**src/hdl/uch_cfg.svh**
```systemverilog
`ifndef UCH_CFG_SVH
`define UCH_CFG_SVH
// register byte offsets
`define UCH_OFS_MODE 8'h00
`define UCH_OFS_STAT 8'h04
`define UCH_OFS_CMD  8'h08
`define UCH_OFS_DATA 8'h0C
`define UCH_OFS_PHI  8'h10
`define UCH_OFS_PLO  8'h14
`define UCH_OFS_ISR  8'h18
`define UCH_OFS_IMR  8'h1C
// reset values
`define UCH_MODE_RST 8'h00
`define UCH_PRE_RST  8'h00
`define UCH_IMR_RST  8'h00
// command codes in the upper nibble
`define UCH_CMD_RST_ERR 4'h4
`define UCH_CMD_BRK_ON  4'h6
`define UCH_CMD_BRK_OFF 4'h7
`define UCH_CMD_TMO_ON  4'hA
`define UCH_CMD_TMO_OFF 4'hC
// mode register fields
`define UCH_MB_RXINT  6
`define UCH_MB_ERRBLK 5
`define UCH_MB_PTYPE  2
`define UCH_PAR_WITH  2'b00
`define UCH_PAR_NONE  2'b10
`define UCH_PAR_WAKE  2'b11
// interrupt status bits
`define UCH_ISR_TMR 3
// 16x tick counts and FIFO full level
`define UCH_START_SMP 4'h7
`define UCH_HALF_BIT  4'h7
`define UCH_BIT_LAST  4'hF
`define UCH_FIFO_FULL 2'd3
`endif

```
**src/hdl/uch_pkg.sv**
```systemverilog
package uch_pkg;
	typedef enum logic [3:0] {
		TX_IDLE  = 4'b0001,
		TX_START = 4'b0010,
		TX_SHIFT = 4'b0100,
		TX_STOP  = 4'b1000
	} uch_tx_state_t;
	typedef enum logic [5:0] {
		RX_IDLE  = 6'b000001,
		RX_START = 6'b000010,
		RX_SHIFT = 6'b000100,
		RX_STOP  = 6'b001000,
		RX_FEW   = 6'b010000,
		RX_BRKW  = 6'b100000
	} uch_rx_state_t;
endpackage

```
**src/hdl/uch_channel.sv**
```systemverilog
// Notes on behaviour
// RULE1 - idle line high, empty flag set
// RULE2 - holding write clears empty, resyncs clock
// RULE3 - break command holds line low
// RULE4 - disabled transmitter finishes pending characters
// RULE5 - no holding loads while transmitter disabled
// RULE6 - start edge rechecked mid-bit, else discarded
// RULE7 - sample bit centres, LSB first
// RULE8 - character into FIFO, upper bits zero
// RULE9 - errors stored with character first
// RULE10 - framing low half bit means start
// RULE11 - break loads one zero character, flag
// RULE12 - after break wait two high bit edges
// RULE13 - command AX enables, CX cancels time-out
// RULE14 - FIFO load reloads timer; expiry sets status
// RULE15 - software presets timer beyond one character
// RULE16 - three deep FIFO, ready and full flags
// RULE17 - mode bit six selects receive interrupt
// RULE18 - holding read returns oldest, then pops
// RULE19 - per-character errors, block mode accumulates
// RULE20 - status read leaves FIFO alone
// RULE21 - full FIFO: overrun at next start
// RULE22 - wake mode sends address/data bit
// RULE23 - disabled wake receiver keeps address only
`include "uch_cfg.svh"
`timescale 1ns/100ps
module uch_channel #(
	parameter int BAUD_DIV = 16
) (
	input  wire logic        clk_sys,
	input  wire logic        rst,
	input  wire logic        psel,
	input  wire logic        penable,
	input  wire logic        pwrite,
	input  wire logic [7:0]  paddr,
	input  wire logic [31:0] pwdata,
	output logic             pready,
	output logic [31:0]      prdata,
	output logic             pslverr,
	input  wire logic        rxd,
	output logic             txd,
	output logic             irq
);
	localparam logic [15:0] DIV_LAST = 16'(BAUD_DIV - 1);

	// character helpers
	function automatic logic [7:0] chr_mask(input logic [7:0] d, input logic [1:0] len);
		chr_mask = d & (8'hFF >> (2'd3 - len));
	endfunction
	function automatic logic par_bit(input logic [7:0] d, input logic [7:0] m);
		if (m[4:3] == `UCH_PAR_WITH)
			par_bit = (^chr_mask(d, m[1:0])) ^ m[`UCH_MB_PTYPE];
		else
			par_bit = m[`UCH_MB_PTYPE];
	endfunction
	function automatic logic [3:0] frame_bits(input logic [7:0] m);
		frame_bits = 4'd5 + {2'b00, m[1:0]} + {3'b000, m[4:3] != `UCH_PAR_NONE};
	endfunction
	function automatic logic [8:0] tx_frame(input logic [7:0] d, input logic [7:0] m);
		tx_frame = {1'b0, chr_mask(d, m[1:0])}
			| ({8'h00, par_bit(d, m)} << (4'd5 + {2'b00, m[1:0]}));
	endfunction

	uch_pkg::uch_tx_state_t tx_state_reg;
	uch_pkg::uch_rx_state_t rx_state_reg;
	logic [7:0]  mode_reg_one, timer_preset_high, timer_preset_low, interrupt_mask_reg;
	logic        rx_en_reg, tx_en_reg, brk_reg, tmo_en_reg;
	logic [7:0]  tx_holding_reg;
	logic        tx_hold_full_reg;
	logic [8:0]  tx_sh_reg, rx_sh_reg;
	logic [3:0]  tx_sub_reg, tx_bit_reg, rx_sub_reg, rx_bit_reg;
	logic [15:0] tx_div_reg, rx_div_reg, tmr_cnt_reg;
	logic        rx_s1_reg, rx_s2_reg, rx_s3_reg, rx_q_reg, rx_prev_reg;
	logic        rx_done_reg;
	logic [10:0] rx_word_reg, pend_reg;
	logic        pend_valid_reg;
	logic [10:0] rx_holding_fifo [3];
	logic [1:0]  fifo_cnt_reg;
	logic [2:0]  err_acc_reg;
	logic        ovr_reg, tmr_run_reg, isr_tmr_reg;
	logic        pready_reg, pslverr_reg, txd_reg, irq_reg;
	logic [31:0] prdata_reg;

	// bus strobes and shared events
	logic wr_acc, rd_acc, thr_wr, cmd_wr, pop, push, rst_err;
	logic tx_tick, rx_tick, start_ok, wake;
	logic [3:0]  code;
	logic [3:0]  isr_val;
	logic [7:0]  channel_status_reg;
	logic [2:0]  err_view;
	assign wr_acc   = psel & penable & pready_reg & pwrite;
	assign rd_acc   = psel & penable & pready_reg & ~pwrite;
	assign cmd_wr   = wr_acc && paddr == `UCH_OFS_CMD;
	assign code     = pwdata[7:4];
	assign rst_err  = cmd_wr && code == `UCH_CMD_RST_ERR;
	assign tx_tick  = tx_div_reg == DIV_LAST;
	assign rx_tick  = rx_div_reg == DIV_LAST;
	assign wake     = mode_reg_one[4:3] == `UCH_PAR_WAKE;
	// RULE5 loads only while enabled
	assign thr_wr = wr_acc && paddr == `UCH_OFS_DATA && tx_en_reg && !tx_hold_full_reg;
	// RULE18 pop on holding read completion
	assign pop  = rd_acc && paddr == `UCH_OFS_DATA && fifo_cnt_reg != 2'd0;
	// RULE21 shift register waits while full
	assign push = pend_valid_reg && (fifo_cnt_reg != `UCH_FIFO_FULL || pop);
	assign start_ok = rx_state_reg == uch_pkg::RX_START && rx_tick
		&& rx_sub_reg == `UCH_START_SMP && !rx_q_reg;

	// software configuration
	always_ff @(posedge clk_sys or posedge rst)
	begin
		if (rst)
		begin
			mode_reg_one       <= `UCH_MODE_RST;
			timer_preset_high  <= `UCH_PRE_RST;
			timer_preset_low   <= `UCH_PRE_RST;
			interrupt_mask_reg <= `UCH_IMR_RST;
		end
		else if (wr_acc)
		begin
			case (paddr)
				`UCH_OFS_MODE: mode_reg_one <= pwdata[7:0];
				`UCH_OFS_PHI:  timer_preset_high <= pwdata[7:0];
				`UCH_OFS_PLO:  timer_preset_low <= pwdata[7:0];
				`UCH_OFS_IMR:  interrupt_mask_reg <= pwdata[7:0];
				default:       mode_reg_one <= mode_reg_one;
			endcase
		end
	end

	// command decode: enables, break, time-out
	always_ff @(posedge clk_sys or posedge rst)
	begin
		if (rst)
		begin
			rx_en_reg  <= 1'b0;
			tx_en_reg  <= 1'b0;
			brk_reg    <= 1'b0;
			tmo_en_reg <= 1'b0;
		end
		else if (cmd_wr)
		begin
			if (pwdata[0])
				rx_en_reg <= 1'b1;
			if (pwdata[1])
				rx_en_reg <= 1'b0;
			if (pwdata[2])
				tx_en_reg <= 1'b1;
			if (pwdata[3])
				tx_en_reg <= 1'b0;
			// RULE3 break start and stop
			if (code == `UCH_CMD_BRK_ON)
				brk_reg <= 1'b1;
			if (code == `UCH_CMD_BRK_OFF)
				brk_reg <= 1'b0;
			// RULE13 time-out mode on/off
			if (code == `UCH_CMD_TMO_ON)
				tmo_en_reg <= 1'b1;
			if (code == `UCH_CMD_TMO_OFF)
				tmo_en_reg <= 1'b0;
		end
	end

	// transmitter
	always_ff @(posedge clk_sys or posedge rst)
	begin
		if (rst)
		begin
			tx_state_reg     <= uch_pkg::TX_IDLE;
			tx_holding_reg   <= 8'h00;
			tx_hold_full_reg <= 1'b0;
			tx_sh_reg        <= 9'h000;
			tx_sub_reg       <= 4'h0;
			tx_bit_reg       <= 4'h0;
			tx_div_reg       <= 16'h0000;
		end
		else
		begin
			// RULE2 restart bit clock on load while idle
			if (tx_tick || (thr_wr && tx_state_reg == uch_pkg::TX_IDLE))
				tx_div_reg <= 16'h0000;
			else
				tx_div_reg <= tx_div_reg + 16'h0001;
			if (thr_wr)
			begin
				tx_holding_reg   <= pwdata[7:0];
				tx_hold_full_reg <= 1'b1;
			end
			if (tx_tick)
				tx_sub_reg <= tx_sub_reg + 4'h1;
			case (tx_state_reg)
				uch_pkg::TX_IDLE:
					if (tx_hold_full_reg)
					begin
						tx_sh_reg        <= tx_frame(tx_holding_reg, mode_reg_one);
						tx_hold_full_reg <= 1'b0;
						tx_sub_reg       <= 4'h0;
						tx_state_reg     <= uch_pkg::TX_START;
					end
				uch_pkg::TX_START:
					if (tx_tick && tx_sub_reg == `UCH_BIT_LAST)
					begin
						tx_bit_reg   <= 4'h0;
						tx_state_reg <= uch_pkg::TX_SHIFT;
					end
				uch_pkg::TX_SHIFT:
					// RULE22 parity or address/data bit
					if (tx_tick && tx_sub_reg == `UCH_BIT_LAST)
					begin
						tx_sh_reg  <= tx_sh_reg >> 1;
						tx_bit_reg <= tx_bit_reg + 4'h1;
						if (tx_bit_reg == frame_bits(mode_reg_one) - 4'h1)
							tx_state_reg <= uch_pkg::TX_STOP;
					end
				uch_pkg::TX_STOP:
					if (tx_tick && tx_sub_reg == `UCH_BIT_LAST)
					begin
						// RULE4 pending character sent regardless
						if (tx_hold_full_reg)
						begin
							tx_sh_reg        <= tx_frame(tx_holding_reg, mode_reg_one);
							tx_hold_full_reg <= 1'b0;
							tx_state_reg     <= uch_pkg::TX_START;
						end
						else
							tx_state_reg <= uch_pkg::TX_IDLE;
					end
				default: tx_state_reg <= uch_pkg::TX_IDLE;
			endcase
		end
	end

	// serial output; RULE1 idle mark, RULE3 break low
	always_ff @(posedge clk_sys or posedge rst)
	begin
		if (rst)
			txd_reg <= 1'b1;
		else if (brk_reg || tx_state_reg == uch_pkg::TX_START)
			txd_reg <= 1'b0;
		else if (tx_state_reg == uch_pkg::TX_SHIFT)
			txd_reg <= tx_sh_reg[0];
		else
			txd_reg <= 1'b1;
	end

	// input synchroniser, change taken when stages two and three agree
	always_ff @(posedge clk_sys or posedge rst)
	begin
		if (rst)
		begin
			rx_s1_reg   <= 1'b1;
			rx_s2_reg   <= 1'b1;
			rx_s3_reg   <= 1'b1;
			rx_q_reg    <= 1'b1;
			rx_prev_reg <= 1'b1;
		end
		else
		begin
			rx_s1_reg   <= rxd;
			rx_s2_reg   <= rx_s1_reg;
			rx_s3_reg   <= rx_s2_reg;
			rx_prev_reg <= rx_q_reg;
			if (rx_s2_reg == rx_s3_reg)
				rx_q_reg <= rx_s3_reg;
		end
	end

	// receiver
	always_ff @(posedge clk_sys or posedge rst)
	begin
		if (rst)
		begin
			rx_state_reg <= uch_pkg::RX_IDLE;
			rx_sh_reg    <= 9'h000;
			rx_sub_reg   <= 4'h0;
			rx_bit_reg   <= 4'h0;
			rx_div_reg   <= 16'h0000;
			rx_done_reg  <= 1'b0;
			rx_word_reg  <= 11'h000;
		end
		else
		begin
			rx_done_reg <= 1'b0;
			if (rx_tick || (rx_state_reg == uch_pkg::RX_IDLE && rx_prev_reg && !rx_q_reg))
				rx_div_reg <= 16'h0000;
			else
				rx_div_reg <= rx_div_reg + 16'h0001;
			if (rx_tick)
				rx_sub_reg <= rx_sub_reg + 4'h1;
			case (rx_state_reg)
				uch_pkg::RX_IDLE:
					if (rx_prev_reg && !rx_q_reg)
					begin
						rx_sub_reg   <= 4'h0;
						rx_sh_reg    <= 9'h000;
						rx_state_reg <= uch_pkg::RX_START;
					end
				uch_pkg::RX_START:
					// RULE6 recheck start bit at centre
					if (rx_tick && rx_sub_reg == `UCH_START_SMP)
					begin
						rx_sub_reg   <= 4'h0;
						rx_bit_reg   <= 4'h0;
						rx_sh_reg    <= 9'h000;
						rx_state_reg <= rx_q_reg ? uch_pkg::RX_IDLE : uch_pkg::RX_SHIFT;
					end
				uch_pkg::RX_SHIFT:
					// RULE7 one sample per bit centre
					if (rx_tick && rx_sub_reg == `UCH_BIT_LAST)
					begin
						rx_sh_reg[rx_bit_reg] <= rx_q_reg;
						rx_bit_reg            <= rx_bit_reg + 4'h1;
						if (rx_bit_reg == frame_bits(mode_reg_one) - 4'h1)
							rx_state_reg <= uch_pkg::RX_STOP;
					end
				uch_pkg::RX_STOP:
					if (rx_tick && rx_sub_reg == `UCH_BIT_LAST)
					begin
						// RULE8 masked data; RULE9 errors ride with it
						rx_word_reg[7:0] <= chr_mask(rx_sh_reg[7:0], mode_reg_one[1:0]);
						rx_word_reg[8] <= wake ? rx_sh_reg[4'd5 + {2'b00, mode_reg_one[1:0]}]
							: (mode_reg_one[4:3] != `UCH_PAR_NONE
							&& rx_sh_reg[4'd5 + {2'b00, mode_reg_one[1:0]}]
							!= par_bit(rx_sh_reg[7:0], mode_reg_one));
						rx_word_reg[9]  <= !rx_q_reg;
						// RULE11 all-zero frame is one break character
						rx_word_reg[10] <= !rx_q_reg && rx_sh_reg == 9'h000;
						// RULE23 disabled wake receiver keeps address only
						rx_done_reg <= rx_en_reg
							|| (wake && rx_sh_reg[4'd5 + {2'b00, mode_reg_one[1:0]}]);
						rx_sub_reg <= 4'h0;
						rx_bit_reg <= 4'h0;
						if (rx_q_reg)
							rx_state_reg <= uch_pkg::RX_IDLE;
						else if (rx_sh_reg == 9'h000)
							rx_state_reg <= uch_pkg::RX_BRKW;
						else
							rx_state_reg <= uch_pkg::RX_FEW;
					end
				uch_pkg::RX_FEW:
					// RULE10 still low half a bit on: new start
					if (rx_tick && rx_sub_reg == `UCH_HALF_BIT)
					begin
						rx_sub_reg   <= 4'h0;
						rx_state_reg <= rx_q_reg ? uch_pkg::RX_IDLE : uch_pkg::RX_START;
					end
				uch_pkg::RX_BRKW:
					// RULE12 two high samples on 1x edges
					if (rx_tick && rx_sub_reg == `UCH_BIT_LAST)
					begin
						rx_bit_reg <= rx_q_reg ? rx_bit_reg + 4'h1 : 4'h0;
						if (rx_q_reg && rx_bit_reg == 4'h1)
							rx_state_reg <= uch_pkg::RX_IDLE;
					end
				default: rx_state_reg <= uch_pkg::RX_IDLE;
			endcase
		end
	end

	// shift-register hold and three-deep FIFO
	always_ff @(posedge clk_sys or posedge rst)
	begin
		if (rst)
		begin
			pend_reg       <= 11'h000;
			pend_valid_reg <= 1'b0;
			fifo_cnt_reg   <= 2'd0;
			for (int i = 0; i < 3; i++)
				rx_holding_fifo[i] <= 11'h000;
		end
		else
		begin
			// RULE21 a newer character replaces the waiting one
			if (rx_done_reg)
			begin
				pend_reg       <= rx_word_reg;
				pend_valid_reg <= 1'b1;
			end
			else if (push)
				pend_valid_reg <= 1'b0;
			// RULE18 oldest leaves after the read
			if (pop)
			begin
				rx_holding_fifo[0] <= rx_holding_fifo[1];
				rx_holding_fifo[1] <= rx_holding_fifo[2];
			end
			// RULE16 three positions
			if (push)
				rx_holding_fifo[pop ? fifo_cnt_reg - 2'd1 : fifo_cnt_reg] <= pend_reg;
			fifo_cnt_reg <= fifo_cnt_reg + {1'b0, push} - {1'b0, pop};
		end
	end

	// error accumulation and overrun; set wins over reset-error
	always_ff @(posedge clk_sys or posedge rst)
	begin
		if (rst)
		begin
			err_acc_reg <= 3'b000;
			ovr_reg     <= 1'b0;
		end
		else
		begin
			// RULE19 OR of each new top character
			if (push && (fifo_cnt_reg == 2'd0 || (fifo_cnt_reg == 2'd1 && pop)))
				err_acc_reg <= (rst_err ? 3'b000 : err_acc_reg) | pend_reg[10:8];
			else if (pop && fifo_cnt_reg[1])
				err_acc_reg <= (rst_err ? 3'b000 : err_acc_reg) | rx_holding_fifo[1][10:8];
			else if (rst_err)
				err_acc_reg <= 3'b000;
			// RULE21 overrun flagged at the new start bit
			if (start_ok && pend_valid_reg)
				ovr_reg <= 1'b1;
			else if (rst_err)
				ovr_reg <= 1'b0;
		end
	end

	// time-out timer on 16x ticks
	always_ff @(posedge clk_sys or posedge rst)
	begin
		if (rst)
		begin
			tmr_cnt_reg <= 16'h0000;
			tmr_run_reg <= 1'b0;
			isr_tmr_reg <= 1'b0;
		end
		else
		begin
			// RULE14 reload on each FIFO load, flag on expiry
			if (push && tmo_en_reg)
			begin
				tmr_cnt_reg <= {timer_preset_high, timer_preset_low};
				tmr_run_reg <= 1'b1;
			end
			else if (tmr_run_reg && rx_tick)
			begin
				tmr_cnt_reg <= tmr_cnt_reg - 16'h0001;
				if (tmr_cnt_reg == 16'h0000)
					tmr_run_reg <= 1'b0;
			end
			if (tmr_run_reg && rx_tick && tmr_cnt_reg == 16'h0000)
				isr_tmr_reg <= 1'b1;
			else if (wr_acc && paddr == `UCH_OFS_ISR && pwdata[`UCH_ISR_TMR])
				isr_tmr_reg <= 1'b0;
		end
	end

	// status views; RULE19 character or block mode
	assign err_view = mode_reg_one[`UCH_MB_ERRBLK] ? err_acc_reg
		: (fifo_cnt_reg != 2'd0 ? rx_holding_fifo[0][10:8] : 3'b000);
	assign channel_status_reg = {err_view, ovr_reg, tx_state_reg == uch_pkg::TX_IDLE
		&& !tx_hold_full_reg, tx_en_reg && !tx_hold_full_reg,
		fifo_cnt_reg == `UCH_FIFO_FULL, fifo_cnt_reg != 2'd0};
	// RULE17 receive interrupt source select
	assign isr_val = {isr_tmr_reg, 1'b0, mode_reg_one[`UCH_MB_RXINT]
		? channel_status_reg[1] : channel_status_reg[0], channel_status_reg[2]};

	// APB slave: answer prepared in setup, one access cycle
	always_ff @(posedge clk_sys or posedge rst)
	begin
		if (rst)
		begin
			pready_reg  <= 1'b0;
			pslverr_reg <= 1'b0;
			prdata_reg  <= 32'h00000000;
			irq_reg     <= 1'b0;
		end
		else
		begin
			irq_reg     <= |(isr_val & interrupt_mask_reg[3:0]);
			pready_reg  <= psel && !penable;
			pslverr_reg <= psel && !penable && paddr > `UCH_OFS_IMR;
			// RULE20 status read has no side effect
			case (paddr)
				`UCH_OFS_MODE: prdata_reg <= {24'h000000, mode_reg_one};
				`UCH_OFS_STAT: prdata_reg <= {24'h000000, channel_status_reg};
				`UCH_OFS_DATA: prdata_reg <= {24'h000000, rx_holding_fifo[0][7:0]};
				`UCH_OFS_PHI:  prdata_reg <= {24'h000000, timer_preset_high};
				`UCH_OFS_PLO:  prdata_reg <= {24'h000000, timer_preset_low};
				`UCH_OFS_ISR:  prdata_reg <= {28'h0000000, isr_val};
				`UCH_OFS_IMR:  prdata_reg <= {24'h000000, interrupt_mask_reg};
				default:       prdata_reg <= 32'h00000000;
			endcase
		end
	end

	assign pready  = pready_reg;
	assign pslverr = pslverr_reg;
	assign prdata  = prdata_reg;
	assign txd     = txd_reg;
	assign irq     = irq_reg;

	property p_idle_high;
		@(posedge clk_sys) disable iff (rst)
		(tx_state_reg == uch_pkg::TX_IDLE && !tx_hold_full_reg && !brk_reg) |=> txd_reg;
	endproperty
	a_idle_high: assert property (p_idle_high) else $error("idle line not high"); // RULE1
	property p_load_clears;
		@(posedge clk_sys) disable iff (rst)
		thr_wr |=> !channel_status_reg[3] ##1 !channel_status_reg[3];
	endproperty
	a_load_clears: assert property (p_load_clears) else $error("empty flag stayed"); // RULE2
	property p_break_low;
		@(posedge clk_sys) disable iff (rst)
		brk_reg |=> !txd_reg;
	endproperty
	a_break_low: assert property (p_break_low) else $error("break not low"); // RULE3
	property p_no_load_dis;
		@(posedge clk_sys) disable iff (rst)
		(!tx_en_reg && !tx_hold_full_reg) |=> !tx_hold_full_reg;
	endproperty
	a_no_load_dis: assert property (p_no_load_dis) else $error("load while off"); // RULE5
	property p_false_start;
		@(posedge clk_sys) disable iff (rst)
		(rx_state_reg == uch_pkg::RX_START && rx_tick && rx_sub_reg == `UCH_START_SMP
		&& rx_q_reg) |=> rx_state_reg == uch_pkg::RX_IDLE;
	endproperty
	a_false_start: assert property (p_false_start) else $error("false start kept"); // RULE6
	property p_pop_count;
		@(posedge clk_sys) disable iff (rst)
		(pop && !push) |=> fifo_cnt_reg == $past(fifo_cnt_reg) - 2'd1;
	endproperty
	a_pop_count: assert property (p_pop_count) else $error("pop miscounted"); // RULE18
	property p_stat_read;
		@(posedge clk_sys) disable iff (rst)
		(rd_acc && paddr == `UCH_OFS_STAT && !push) |=> $stable(fifo_cnt_reg);
	endproperty
	a_stat_read: assert property (p_stat_read) else $error("status read moved FIFO"); // RULE20
	property p_full_hold;
		@(posedge clk_sys) disable iff (rst)
		(fifo_cnt_reg == `UCH_FIFO_FULL && !pop) |=> fifo_cnt_reg == `UCH_FIFO_FULL;
	endproperty
	a_full_hold: assert property (p_full_hold) else $error("full FIFO changed"); // RULE21
	property p_tmr_expire;
		@(posedge clk_sys) disable iff (rst)
		(tmr_run_reg && rx_tick && tmr_cnt_reg == 16'h0000 && !(push && tmo_en_reg))
		|=> isr_tmr_reg && !tmr_run_reg;
	endproperty
	a_tmr_expire: assert property (p_tmr_expire) else $error("timer flag missing"); // RULE14
endmodule // uch_channel

```
**config.mk**
```make
export PLATFORM = sky130hd
export DESIGN_NAME = uch_channel
export DESIGN_NICKNAME = d
export VERILOG_FILES = /design/src/hdl/uch_pkg.sv /design/src/hdl/uch_channel.sv
export VERILOG_INCLUDE_DIRS = /design/src /design/src/hdl
export SDC_FILE = /design/constraint.sdc
export NUM_CORES = 1
export LEC_CHECK = 0
export BUFFER_PORTS_ARGS = -buffer_cell sky130_fd_sc_hd__buf_2
export CAP_MARGIN = 20
export CORE_AREA = 2 2 233 143
export CTS_BUF_LIST = sky130_fd_sc_hd__clkbuf_4 sky130_fd_sc_hd__clkbuf_8
export DETAILED_ROUTE_END_ITERATION = 7
export DIE_AREA = 0 0 235 145
export GPL_ROUTABILITY_DRIVEN = 0
export PLACE_DENSITY_LB_ADDON = 0.2
export SLEW_MARGIN = 30
export SYNTH_ARGS = -nofsm -noshare
export SYNTH_HDL_FRONTEND = slang
export SYNTH_SLANG_ARGS = --single-unit
```
**constraint.sdc**
```tcl
create_clock -name clk_sys -period 6.6 [get_ports clk_sys]
set_clock_uncertainty 0.2 [all_clocks]
set_input_delay 0 -clock clk_sys [delete_from_list [all_inputs] [get_ports clk_sys]]
set_output_delay 0 -clock clk_sys [all_outputs]
set_load 0.03 [all_outputs]
```
== Word-level counts from Yosys, hierarchy flattened ==
Index checks and enable logic that the tools add are counted.

* Flip-flop bits (word level): 243
* Bits in latches: 0
* Memory bits (writable): 0
* Bits in read-only memories: 0
* Input port bits: 46
* Output and inout port bits: 36
* Memories: 0

* Add/subtract/negate cells: 14
* $mul: 0
* Div/mod/pow operators: 0
* $lt $le $gt $ge: 6
* Equal/unequal tests: 51
* Shifts and indexed selects: 3
* Mux-type cells: 102
* Bitwise gates (word level): 15
* Reduce and logical (&&, ||, !) cells: 85

{| class="wikitable"
|+ Operator list
! cell !! number
|-
| 2-to-1 mux 4 bit || 19
|-
| 2-to-1 mux 16 bit || 4
|-
| 2-to-1 mux 9 bit || 7
|-
| 2-to-1 mux 6 bit || 10
|-
| one-hot mux 8 bit (7 select lines) || 1
|-
| one-hot mux 9 bit (3 select lines) || 2
|-
| logical AND 1 bit || 37
|-
| 2-to-1 mux 1 bit || 36
|-
| one-hot mux 6 bit (6 select lines) || 1
|-
| bitwise mux 33 bit || 1
|-
| 2-to-1 mux 33 bit || 1
|-
| adder 16 x 1 -> 16 bit (second input constant) || 2
|-
| equality test 16 x 4 -> 1 bit (second input constant) || 2
|-
| equality test 8 x 5 -> 1 bit (second input constant) || 4
|-
| one-hot mux 4 bit (4 select lines) || 2
|-
| inequality test 2 bit (second input constant) || 14
|-
| demux 11 bit (select 2 bit) || 1
|-
| 2-to-1 mux 22 bit || 1
|-
| nonzero test 2 bit || 11
|-
| equality test 4 x 3 -> 1 bit (second input constant) || 5
|-
| equality test 4 bit (second input constant) || 5
|-
| AND reduction 2 bit || 10
|-
| 2-to-1 mux 3 bit || 6
|-
| OR 8 x 9 -> 9 bit || 2
|-
| other kinds (62) || 92
|}

== Logic depth before layout (Yosys ltp) ==
Gate-level depths: netlist (run 1).

* Word-level depth: 14
* Depth in mapped cells: 12
* Mapped depth without buffers: 11

== Worst setup path before layout (run 1) ==
No wires, ideal clock.

* Path kind: reg2reg
* Start point: register mode_reg_one[0]
* End point: register rx_state_reg[2]
* Setup time: 125 ps
* Data arrival time: 2625 ps
* Required time: 6275 ps
* Path slack: 3650 ps
* Cell stages (with the launch flop): 11
* Buffers on the path: 1
* Clock period less this slack: 2950 ps
* Cells stage by stage: dfrtp_1 clkbuf_1 inv_1 ha_1 inv_1 ha_1 xnor2_1 xnor2_1 a41oi_1 nor3_1 mux2_2

* Longest elaborated chain between the ends: 6

{| class="wikitable"
|+ RTL lines
! what !! line !! text
|-
| from (decl) || uch_channel.sv:66 || <nowiki>logic [7:0] mode_reg_one, timer_preset_high, timer_preset_low, interrupt_mask_reg;</nowiki>
|-
| from (signal assigned) || uch_channel.sv:113 || <nowiki>mode_reg_one <= `UCH_MODE_RST;</nowiki>
|-
| from (signal assigned) || uch_channel.sv:121 || <nowiki>`UCH_OFS_MODE: mode_reg_one <= pwdata[7:0];</nowiki>
|-
| from (signal assigned) || uch_channel.sv:125 || <nowiki>default: mode_reg_one <= mode_reg_one;</nowiki>
|-
| adder 3 x 2 -> 4 bit || uch_channel.sv:57 || <nowiki>frame_bits = 4'd5 + {2'b00, m[1:0]} + {3'b000, m[4:3] != `UCH_PAR_NONE};</nowiki>
|-
| adder 4 x 1 -> 4 bit || uch_channel.sv:57 ||
|-
| subtractor 4 x 1 -> 4 bit || uch_channel.sv:312 || <nowiki>if (rx_bit_reg == frame_bits(mode_reg_one) - 4'h1)</nowiki>
|-
| equality test 4 bit || uch_channel.sv:312 ||
|-
| inequality test 2 bit (no source line) || - ||
|-
| AND reduction 8 bit (no source line) || - ||
|-
| to (signal assigned) || uch_channel.sv:313 || <nowiki>rx_state_reg <= uch_pkg::RX_STOP;</nowiki>
|-
| to (signal assigned) || uch_channel.sv:333 || <nowiki>rx_state_reg <= uch_pkg::RX_IDLE;</nowiki>
|-
| to (signal assigned) || uch_channel.sv:335 || <nowiki>rx_state_reg <= uch_pkg::RX_BRKW;</nowiki>
|-
| to (decl) || uch_channel.sv:65 || <nowiki>uch_pkg::uch_rx_state_t rx_state_reg;</nowiki>
|}

Every way passes these cells.
A chain may end at the register's enable or synchronous reset.

== Final worst setup path (run 1) ==
* Start point: input port paddr[7]
* End point: register tmo_en_reg

* Longest elaborated chain between the ends: 3

{| class="wikitable"
|+ RTL lines
! what !! line !! text
|-
| from (decl) || uch_channel.sv:35 || <nowiki>input wire logic [7:0] paddr,</nowiki>
|-
| equality test 8 x 4 -> 1 bit (no source line) || - ||
|-
| logical AND 1 bit (no source line) || - ||
|-
| AND reduction 2 bit (no source line) || - ||
|-
| to (signal assigned) || uch_channel.sv:138 || <nowiki>tmo_en_reg <= 1'b0;</nowiki>
|-
| to (signal assigned) || uch_channel.sv:157 || <nowiki>tmo_en_reg <= 1'b1;</nowiki>
|-
| to (signal assigned) || uch_channel.sv:159 || <nowiki>tmo_en_reg <= 1'b0;</nowiki>
|-
| to (decl) || uch_channel.sv:67 || <nowiki>logic rx_en_reg, tx_en_reg, brk_reg, tmo_en_reg;</nowiki>
|}

Every way passes these cells.

==> results of run 1 <==
-- critical path, stage by stage --
cell and delay, ns:
dlygate4sd3_1 0.53, buf_2 0.12, nor3_1 0.22, dlygate4sd3_1 0.65, nand3_1 0.23, nor4_2 0.68, nor4bb_1 0.27, dlygate4sd3_1 0.58
nor2_1 0.04, nor2_1 0.08, dlygate4sd3_1 0.54
-- cells by family (layout without fill, tap and decap cells) --
group           Yosys count  count (layout)
other cells               1              24
simple gates            380             380
mux                     108             108
buf+inv                  92             170
xor+xnor                 74              74
compound gates          179             179
fa+ha+maj                24              24
flops                   219             219
-- routing by layer --
metal	vias to the layer above	global-route usage, %
li1	3929	-
met1	4020	28.25
met2	192	20.15
met3	38	3.843
met4	0	3.291
met5	-	0
-- what timing repair did --
item | 4_1_cts | 5_1_grt
endpoints found under the hold margin | 205 | 0
gates resized for setup | 0 | 0
hold buffers | 38 | 0
-- power groups by stage --
stage	clock (mW)	sequential, mW	combinational (mW)
final	1.24	1.44	0.319
after global placement	0	1.46	0.304
after detailed placement	0	1.46	0.306
after CTS	1.28	1.44	0.322
after floorplan	0	1.44	0.255
after global routing	1.35	1.44	0.364
-- cells in the final DEF, fill, tap and decap left out, drive strengths merged, types with 4 or more instances in the layout --
cell type,instances
nor4,22
a22oi,18
o211ai,4
and3,15
xor2,35
nand3,30
a22o,5
buf,46
dfstp,8
clkbuf,54
a21oi,52
nand3b,8
or4,7
nor2,117
mux2i,23
inv,30
nand2,93
ha,23
nand2b,20
nor3,26
nor2b,9
mux2,85
a41oi,6
a31oi,8
a21o,7
dlygate4sd3,38
dfrtp,211
o21ai,55
nand4b,4
xnor2,38
nand4,9
or2,4
conb,24
a222oi,4
-- worst paths after layout --
| path | start | to | slack, ns | cells after the start |
|---|---|---|---|---|
| max | paddr[7] | tmo_en_reg | 2.96 | 11 |
| min | paddr[1] | pend_valid_reg | 0.03 | 5 |
| max reg2reg | mode_reg_one[0] | rx_state_reg[2] | 3.06 | 9 |
| min reg2reg | rx_s1_reg | rx_s2_reg | 0.15 | 0 |
| max in group asynchronous | rst | tx_holding_reg[5] | 4.63 | 5 |
| min in group asynchronous | rst | rx_div_reg[10] | 0.49 | 4 |
-- layout make-up --
class	instances	area, µm²
Inverter	29	116.4
Fill cell	3153	19210
Multi-Input combinational cell	789	5249
Sequential cell	219	5490
Clock inverter	3	43.79
Clock buffer	54	680.7
Timing Repair Buffer	84	650.6
Tap cell	424	530.5
==> out/qor.yml, run 1 <==
outcome:
  status: "finished clean"
critical_path:
  cp_max_fo: 8
  required_ns: 6.89
  arrival_ns: 3.93
  startpoint_type: "input port"
  crit_type: "input port to flop"
  endpoint_kind: "flop"
grt:
  grtUsageTotal_pct: 16.56
  grt_overflow_total: 0
  grt_max_degree: 79
  grt_pass1_vias: 7815
  grt_antenna_before_repair: 0
  grt_pass1_wl_mm: 44.91
power:
  p_sw_mw: 0.7983
  p_total_mw: 2.997
  clockPowerShare_pct: 41.4
  intPower_mw: 2.198
  seqPwrFrac_pct: 47.9
  sw_frac_of_total_pct: 26.64
  p_per_area_mw_per_mm2: 234.8
  ir_drop_mv: 0.2187
  p_comb_share_pct: 10.6
  p_leak_nw: 5.836
synth:
  synth_mux_area_share_pct: 10.71
  synth-edff-count: 0
  ys_seq_area_share_pct: 49.54
  syn-instance-count: 1077
  synth-xor-area-share_pct: 5.972
  synth_common_cells: "dfrtp_1, nor2_1, nand2_1"
  netlist_area_mm2: 0.01108
  synth_top_area_share_pct: 47.64
  synth_top_area_cell: "dfrtp_1"
  yosys_warnings: 0
  synth_top_family_by_area: "simple AND/OR/NAND/NOR gates"
  synth_cell_types: 64
  synth-seq-cells: 219
  async_flop_share_pct: 100.0
  synthAdderAreaFrac_pct: 2.687
  yosys.area_share.simple_pct: 16.93
  synth_compound_area_share_pct: 10.13
  yosys_most_used_dff: "dfrtp_1"
  yosysMostFrequentCell: "dfrtp_1"
  yosys-top-cells-area: "dfrtp_1, mux2_2, nor2_1"
  avgSynthCellArea_um2: 10.29
detailed_routing:
  route.met3.wl_mm: 1.879
  viasPerCell: 5.105
  drcViolationCount: 0
  ant_nets: 0
  wl_met2_mm: 10.16
  wl_per_cell_um: 17.47
  drtPass1Iterations: 8
  highest-signal-layer: "met4"
  wirelength_mm: 27.98
  drt_iter0_markers: 651
  num_vias: 8179
  wl_met1_mm: 15.62
floorplanning:
  die_area_mm2: 0.03408
  fp-row-count: 51
  design.portCount: 82
  initial_core_util_pct: 34.67
  core_mm2: 0.03197
  die_height_um: 145
  die_width_um: 235
timing:
  tightest_slew_ns: 0.8500
  min_period_over_period_pct: 55.13
  max_freq_mhz: 274.8
  setup_viol: 0
  maxSlewViolCount: 0
  hold_ws_ns: 0.03402
  slew_headroom_pct: 42.90
  rsz0062_at_grt: "no"
  fin_crit_ns: 3.638
  setup_tns_ns: 0
  timing.final.ws_setup_ns: 2.962
  hold_viol: 0
layout:
  post-route-cell-area_mm2: 0.01276
  largest_reg_flops: 33
  final_util_pct: 39.92
  area_delta_synth_final_pct: 15.14
  top_register: "rx_holding_fifo"
  fin_cells: 1602
  antenna_cells: 0
  nets: 1228
  drive_gt1_share_pct: 18.08
clock_network:
  cts_buffers: 36
  cts-root-buf: "clkbuf_8"
  cts_setup_buffers: 0
  htreeDepth: 2
  clk_pin_slew_ns: 0.06
  cts_num_sinks: 219
  cts.path.max_buffers: 3
  cts_tree: "built"
  clock_latency_ns: 0.55
run:
  max_cap_viol_count: 0
hold_path:
  hp-class: "input port to flop"
place:
  port_buffers: 33
  dp.cells: 1507
  placed_cell_area_mm2: 0.01165
  pre_cts_ws_ns: 3.091
  hpwl_mm: 19.45
Power figures use the tool's default switching activity.
==> run 2, diff against run 1 <==
==> constraint.sdc (replaced) <==
create_clock -name clk_sys -period 3.34 [get_ports clk_sys]
set_clock_uncertainty 0.2 [all_clocks]
set_input_delay 0 -clock clk_sys [delete_from_list [all_inputs] [get_ports clk_sys]]
set_output_delay 0 -clock clk_sys [all_outputs]
set_load 0.03 [all_outputs]
==> run 2 against run 1 <==
  * Die area unchanged
  * Global-route usage grew 0.55 points
  * Utilization increased by 0.40 points
  * Critical path depth grew 1
  * Sequential cell count unchanged
  * Count of clock-buffer cells in the layout grew 4
  * Register-to-register slack got worse by 2.7 ns
  * Cell area rose by 1.0%
  * Combinational power increased by 110%
  * First-iteration DRC count fell by 5.5%
  * Clock power up 98%
  * Wire length increased by 2.9%
  * Highest routed layer unchanged
==> out/qor.yml, run 2 (synthesis gave the netlist of run 1 again) <==
outcome:
  status: "finished clean"
clock_network:
  cts_tree: "built"
  cts_setup_buffers: 0  # unchanged
  clk_pin_slew_ns: 0.07  # about the same
  clock_latency_ns: 0.56  # about the same
  htreeDepth: 2  # unchanged
  cts_buffers: 37  # +2.8%
  cts-root-buf: "clkbuf_8"
  cts_num_sinks: 219  # unchanged
  cts.path.max_buffers: 3  # unchanged
grt:
  grt_pass1_wl_mm: 46.38  # +3.3%
  grt_antenna_before_repair: 0  # unchanged
  grtUsageTotal_pct: 17.11  # +0.55 points
  grt_pass1_vias: 8004  # +2.4%
  grt_max_degree: 70  # -11%
  grt_overflow_total: 0  # unchanged
detailed_routing:
  drcViolationCount: 0  # unchanged
  ant_nets: 0  # unchanged
  viasPerCell: 5.109  # about the same
  wl_per_cell_um: 17.78  # +1.8%
  drt_iter0_markers: 615  # -5.5%
  drtPass1Iterations: 5  # -3
  num_vias: 8272  # +1.1%
  wirelength_mm: 28.79  # +2.9%
layout:
  final_util_pct: 40.32  # +0.40 points
  area_delta_synth_final_pct: 16.30
  nets: 1242  # +1.1%
  final_common_cell: "dfrtp_1"
  largest_reg_flops: 33  # unchanged
  top_register: "rx_holding_fifo"
  drive_gt1_share_pct: 19.51  # +1.4 points
  final_cell_mix: "dfrtp_1, nor2_1, nand2_1"
critical_path:
  endpoint_kind: "flop"
  cp_max_fo: 8  # unchanged
  startpoint_type: "input port"
  arrival_ns: 3.45  # -0.48 ns
  crit_type: "input port to flop"
  required_ns: 3.64  # -3.25 ns
timing:
  tightest_slew_ns: 0.7649  # -0.08507 ns
  rsz0062_at_grt: "no"
  setup_viol: 0  # unchanged
  fin_crit_ns: 3.155
  maxSlewViolCount: 0  # unchanged
  min_period_over_period_pct: 94.46
  slew_headroom_pct: 48.34  # +5.4 points
  setup_tns_ns: 0  # unchanged
  hold_viol: 0  # unchanged
  max_freq_mhz: 316.9
floorplanning:
  die_width_um: 235  # unchanged
  die_area_mm2: 0.03408  # unchanged
  die_height_um: 145  # unchanged
  core_mm2: 0.03197  # unchanged
  initial_core_util_pct: 34.67  # unchanged
  design.portCount: 82  # unchanged
  fp-row-count: 51  # unchanged
power:
  ir_drop_mv: 0.3711  # +70%
  p_leak_nw: 5.902  # +1.1%
  p_per_area_mw_per_mm2: 462.3  # +97%
run:
  max_cap_viol_count: 0  # unchanged
place:
  hpwl_mm: 20.28  # +4.2%
  port_buffers: 33  # unchanged
hold_path:
  hp-class: "input port to flop"
==> run 2: cell types whose count changed in the layout (fill, tap and decap cells not counted), sizes merged <==
cell	previous run	this run
clkinvlp	0	2
clkbuf	54	58
inv	30	28
buf	46	61
bufinv	1	0
dlygate4sd3	38	36
diode	0	1
==> run 2: timing repair <==
item	CTS	global route
hold buffers	36	0
setup endpoints to repair	0	17
endpoints found under the hold margin	267	0
gates resized for setup	0	3
==> run 2: worst max-delay path, cell delays in order <==
cell           delay, ns
dlygate4sd3_1       0.53
buf_2               0.12
nor3_1              0.20
dlygate4sd3_1       0.65
nand3_2             0.15
nor4_2              0.16
buf_4               0.21
nor4bb_1            0.19
dlygate4sd3_1       0.58
nor2_1              0.04
nor2_1              0.07
dlygate4sd3_1       0.55
==> run 2: final timing paths <==
check,startpoint,endpoint,slack [ns],cells past startpoint
max,paddr[5],tmo_en_reg,0.18,12
min,pwdata[0],timer_preset_high[0],0.13,4
max reg2reg,pready,tmo_en_reg,0.37,8
min reg2reg,rx_s1_reg,rx_s2_reg,0.16,0
max in group asynchronous,rst,rx_word_reg[2],1.49,5
min in group asynchronous,rst,isr_tmr_reg,0.47,4
==> run 2: cell type report <==
cell class	count	area, µm²
Antenna cell	1	2.502
Clock buffer	58	723.2
Clock inverter	2	12.51
Fill cell	3107	19080
Inverter	29	112.6
Multi-Input combinational cell	789	5258
Sequential cell	219	5490
Tap cell	424	530.5
Timing Repair Buffer	97	760.7
==> run 2: power by group <==
group	internal (mW)	leakage [nW]	total [mW]	switching [mW]
Sequential	2.75	2.89	2.84	0.0953
Combinational	0.256	2.62	0.669	0.413
Clock	1.36	0.390	2.45	1.09
Total	4.36	5.90	5.96	1.60
==> run 2: metrics by stage <==
stage                     power, mW  hold WS (ns)  cell area (µm²)  instances  setup slack (ns)
after CTS                     6.052       0.09930            12870       1618            0.1205
after global routing          6.281        0.1361            12890       1618           0.02497
after floorplan               3.349       -0.1955            11170       1100            0.2924
final                         5.959        0.1268            12890       1619            0.1849
after global placement        3.521      -0.09308            11780       1522            0.4842
after detailed placement      3.524      -0.08955            11780       1522            0.4498
==> run 2: routing by layer <==
layer	global-route usage [%]	share of wire [%]	vias up
met4	4.146	1.6	0
met5	0	0	-
met3	4.167	6.1	41
met2	20.97	36	198
li1	-	-	3964
met1	28.63	56	4069
==> run 3, diff against run 2 <==
--- a/config.mk
+++ b/config.mk
@@ -6,12 +6,13 @@
 export SDC_FILE = /design/constraint.sdc
 export NUM_CORES = 1
 export LEC_CHECK = 0
+export ABC_AREA = 1
 export BUFFER_PORTS_ARGS = -buffer_cell sky130_fd_sc_hd__buf_2
 export CAP_MARGIN = 20
-export CORE_AREA = 2 2 233 143
+export CORE_AREA = 2 2 236 145
 export CTS_BUF_LIST = sky130_fd_sc_hd__clkbuf_4 sky130_fd_sc_hd__clkbuf_8
 export DETAILED_ROUTE_END_ITERATION = 7
-export DIE_AREA = 0 0 235 145
+export DIE_AREA = 0 0 238 147
 export GPL_ROUTABILITY_DRIVEN = 0
 export PLACE_DENSITY_LB_ADDON = 0.2
 export SLEW_MARGIN = 30
==> run 3 against run 2 <==
  * Cell area grew 2.0%
  * Non-clock buffer count is 14 lower
  * Worst hold slack worse by 0.031 ns
  * Via count is 14% higher
  * Wire length grew 2.1%
  * Synthesized cell count increased by 32%
  * Highest routed layer unchanged
  * Final cell count rose by 22%
  * Critical path depth rose by 3
==> out/qor.yml, run 3 <==
run:
  max_cap_viol_count: 0  # unchanged
grt:
  grt_pass1_vias: 8889  # +11%
  grt_overflow_total: 0  # unchanged
  grt_antenna_before_repair: 0  # unchanged
  grt_pass1_wl_mm: 48.27  # +4.1%
  grtUsageTotal_pct: 17.30  # +0.19 points
  grt_max_degree: 111  # +59%
outcome:
  status: "finished clean"
clock_network:
  cts_setup_buffers: 0  # unchanged
  cts.path.max_buffers: 3  # unchanged
  htreeDepth: 2  # unchanged
  clk_pin_slew_ns: 0.06  # about the same
  cts_tree: "built"
  cts-root-buf: "clkbuf_8"
  clock_latency_ns: 0.56  # about the same
  cts_num_sinks: 219  # unchanged
  cts_buffers: 37  # unchanged
detailed_routing:
  wl_per_cell_um: 14.89  # -16%
  drt_iter0_markers: 732  # +19%
  drtPass1Iterations: 6  # +1
  ant_nets: 0  # unchanged
  drcViolationCount: 0  # unchanged
  viasPerCell: 4.764  # -6.8%
  num_vias: 9404  # +14%
  wirelength_mm: 29.39  # +2.1%
floorplanning:
  die_width_um: 238  # +1.3%
  design.portCount: 82  # unchanged
  die_height_um: 147  # +1.4%
  core_mm2: 0.03305  # +3.4%
  fp-row-count: 52  # +2.0%
  initial_core_util_pct: 34.44  # -0.23 points
  die_area_mm2: 0.03499  # +2.7%
layout:
  area_delta_synth_final_pct: 15.49
  final_cell_mix: "nand2_1, dfrtp_1, inv_1"
  final_common_cell: "nand2_1"
  drive_gt1_share_pct: 9.922  # -9.6 points
  final_util_pct: 39.78  # -0.54 points
  post-route-cell-area_mm2: 0.01315  # +2.0%
  fillers: 3417  # +10%
  largest_reg_flops: 33  # unchanged
  antenna_cells: 0  # -1
  top_register: "rx_holding_fifo"
  nets: 1585  # +28%
timing:
  min_period_over_period_pct: 95.76  # +1.3 points
  hold_viol: 0  # unchanged
  slew_headroom_pct: 46.16  # -2.2 points
  fin_crit_ns: 3.198  # +0.04316 ns
  hold_ws_ns: 0.09564  # -0.03116 ns
  max_freq_mhz: 312.7  # -1.3%
  setup_tns_ns: 0  # unchanged
  rsz0062_at_grt: "no"
  setup_viol: 0  # unchanged
  maxSlewViolCount: 0  # unchanged
  tightest_slew_ns: 0.8014  # +0.03647 ns
hold_path:
  whs_path_depth: 8  # +4
  hp-class: "input port to flop"
  whs_endpoint: "prdata[0]"
  worstHoldStart: "paddr[6]"
synth:
  synth_cell_types: 52  # -19%
  yosys_warnings: 0  # unchanged
  synth-seq-cells: 219  # unchanged
  async_flop_share_pct: 100.0  # unchanged
  netlist_area_mm2: 0.01138  # +2.7%
  yosysMostFrequentCell: "nand2_1"
  synth_top_area_share_pct: 46.38  # -1.3 points
  synth_top_area_cell: "dfrtp_1"
  synth_common_cells: "nand2_1, dfrtp_1, inv_1"
  ys_seq_area_share_pct: 48.23  # -1.3 points
  syn-instance-count: 1425  # +32%
  yosys-top-cells-area: "dfrtp_1, nand2_1, inv_1"
  yosys_most_used_dff: "dfrtp_1"
  synth-edff-count: 0  # unchanged
  avgSynthCellArea_um2: 7.988  # -22%
power:
  clockPowerShare_pct: 38.6  # -2.5 points
  p_total_mw: 6.782  # +14%
  p_leak_nw: 6.405  # +8.5%
  p_sw_mw: 2.117  # +33%
  seqPwrFrac_pct: 43.4  # -4.3 points
  p_per_area_mw_per_mm2: 515.9  # +12%
  ir_drop_mv: 0.2475  # -33%
  sw_frac_of_total_pct: 31.22  # +4.4 points
  p_comb_share_pct: 18.0  # +6.8 points
  intPower_mw: 4.665  # +6.9%
critical_path:
  rrSetupSlack_ns: 0.30  # -0.07 ns
  endpoint_kind: "flop"
  r2r-end: "fifo_cnt_reg[1]"
  required_ns: 3.63  # about the same
  crit_type: "input port to flop"
  reg2reg_from: "fifo_cnt_reg[1]"
  arrival_ns: 3.49  # +0.04 ns
  startpoint_type: "input port"
  reg2reg_depth: 12  # +4
  cp_max_fo: 10  # +2
place:
  hpwl_mm: 20.39  # +0.56%
  port_buffers: 33  # unchanged
  placed_cell_area_mm2: 0.01198  # +1.7%
[run 3: power groups by stage]
stage	clock, mW	sequential (mW)	combinational, mW
after floorplan	0	2.96	0.953
final	2.62	2.94	1.22
after detailed placement	0	2.99	1.19
after global routing	2.83	2.97	1.40
after CTS	2.71	2.94	1.22
after global placement	0	2.99	1.18
[run 3: logic make-up after synthesis]
kind of cell	count (synthesis)	share of synthesized area [%]
and+or+nand+nor	662	24.88
buffers and inverters	246	9.200
AOI/OAI and AO/OA	231	11.81
DFF	219	48.23
xor gates and xnor gates	42	3.232
adders and majority gates	24	2.616
other	1	0.03294
[run 3: critical path, stage by stage]
cell	delay, ns
dlygate4sd3_1	0.53
buf_2	0.13
nor2_4	0.10
dlygate4sd3_1	0.63
nand3_2	0.14
nor2_8	0.26
nand2_4	0.08
dlygate4sd3_1	0.59
nand2_2	0.08
nand2_2	0.11
ha_1	0.30
inv_1	0.04
ha_1	0.18
xnor2_1	0.16
xor2_1	0.15
[run 3: how the worst max path moves through the flow]
| stage | cells after the start | from | endpoint | slack (ns) |
|---|---|---|---|---|
| floorplan | 1 | rst | brk_reg | 0.29 |
| global placement | 13 | mode_reg_one[1] | rx_state_reg[2] | 0.65 |
| detailed placement | 10 | fifo_cnt_reg[1] | tmr_cnt_reg[10] | 0.63 |
| CTS | 15 | paddr[1] | fifo_cnt_reg[1] | 0.19 |
| global route | 15 | paddr[0] | fifo_cnt_reg[1] | 0.03 |
| finish | 15 | paddr[1] | fifo_cnt_reg[1] | 0.14 |
[run 3: per-layer routing]
layer  up-vias  GRT usage, %  share of wire, %  routed length [µm]
met5         -             0                 0                   0
li1       4774             -                 -                   -
met2       189         22.94                38               11200
met3        52         3.946               5.3                1548
met4         0         4.156               1.6                 484
met1      4389         27.76                55               16160
[run 3: stage by stage]
stage / instances / setup slack, ns
finish: 1974 / 0.1418
global route: 1974 / 0.02835
CTS: 1974 / 0.1851
detailed placement: 1872 / 0.6275
global placement: 1872 / 0.6486
floorplan: 1448 / 0.2924
[run 3: cell type report]
cell class | instances | area (µm²) | share of cell area, %
clock buffer | 58 | 716.9 | 5.453
tap | 432 | 540.5 | 4.112
timing repair buffer | 83 | 658.1 | 5.006
clock inverter | 7 | 71.32 | 0.5425
inverter | 192 | 724.4 | 5.511
sequential | 219 | 5490 | 41.76
multi-input combinational | 983 | 4945 | 37.61
[run 3: timing repair]
| item | in CTS | in global routing |
|---|---|---|
| gates resized for setup | 0 | 2 |
| hold buffers | 37 | 0 |
| hold endpoints to repair | 286 | 0 |
| endpoints found under the setup margin | 0 | 2 |
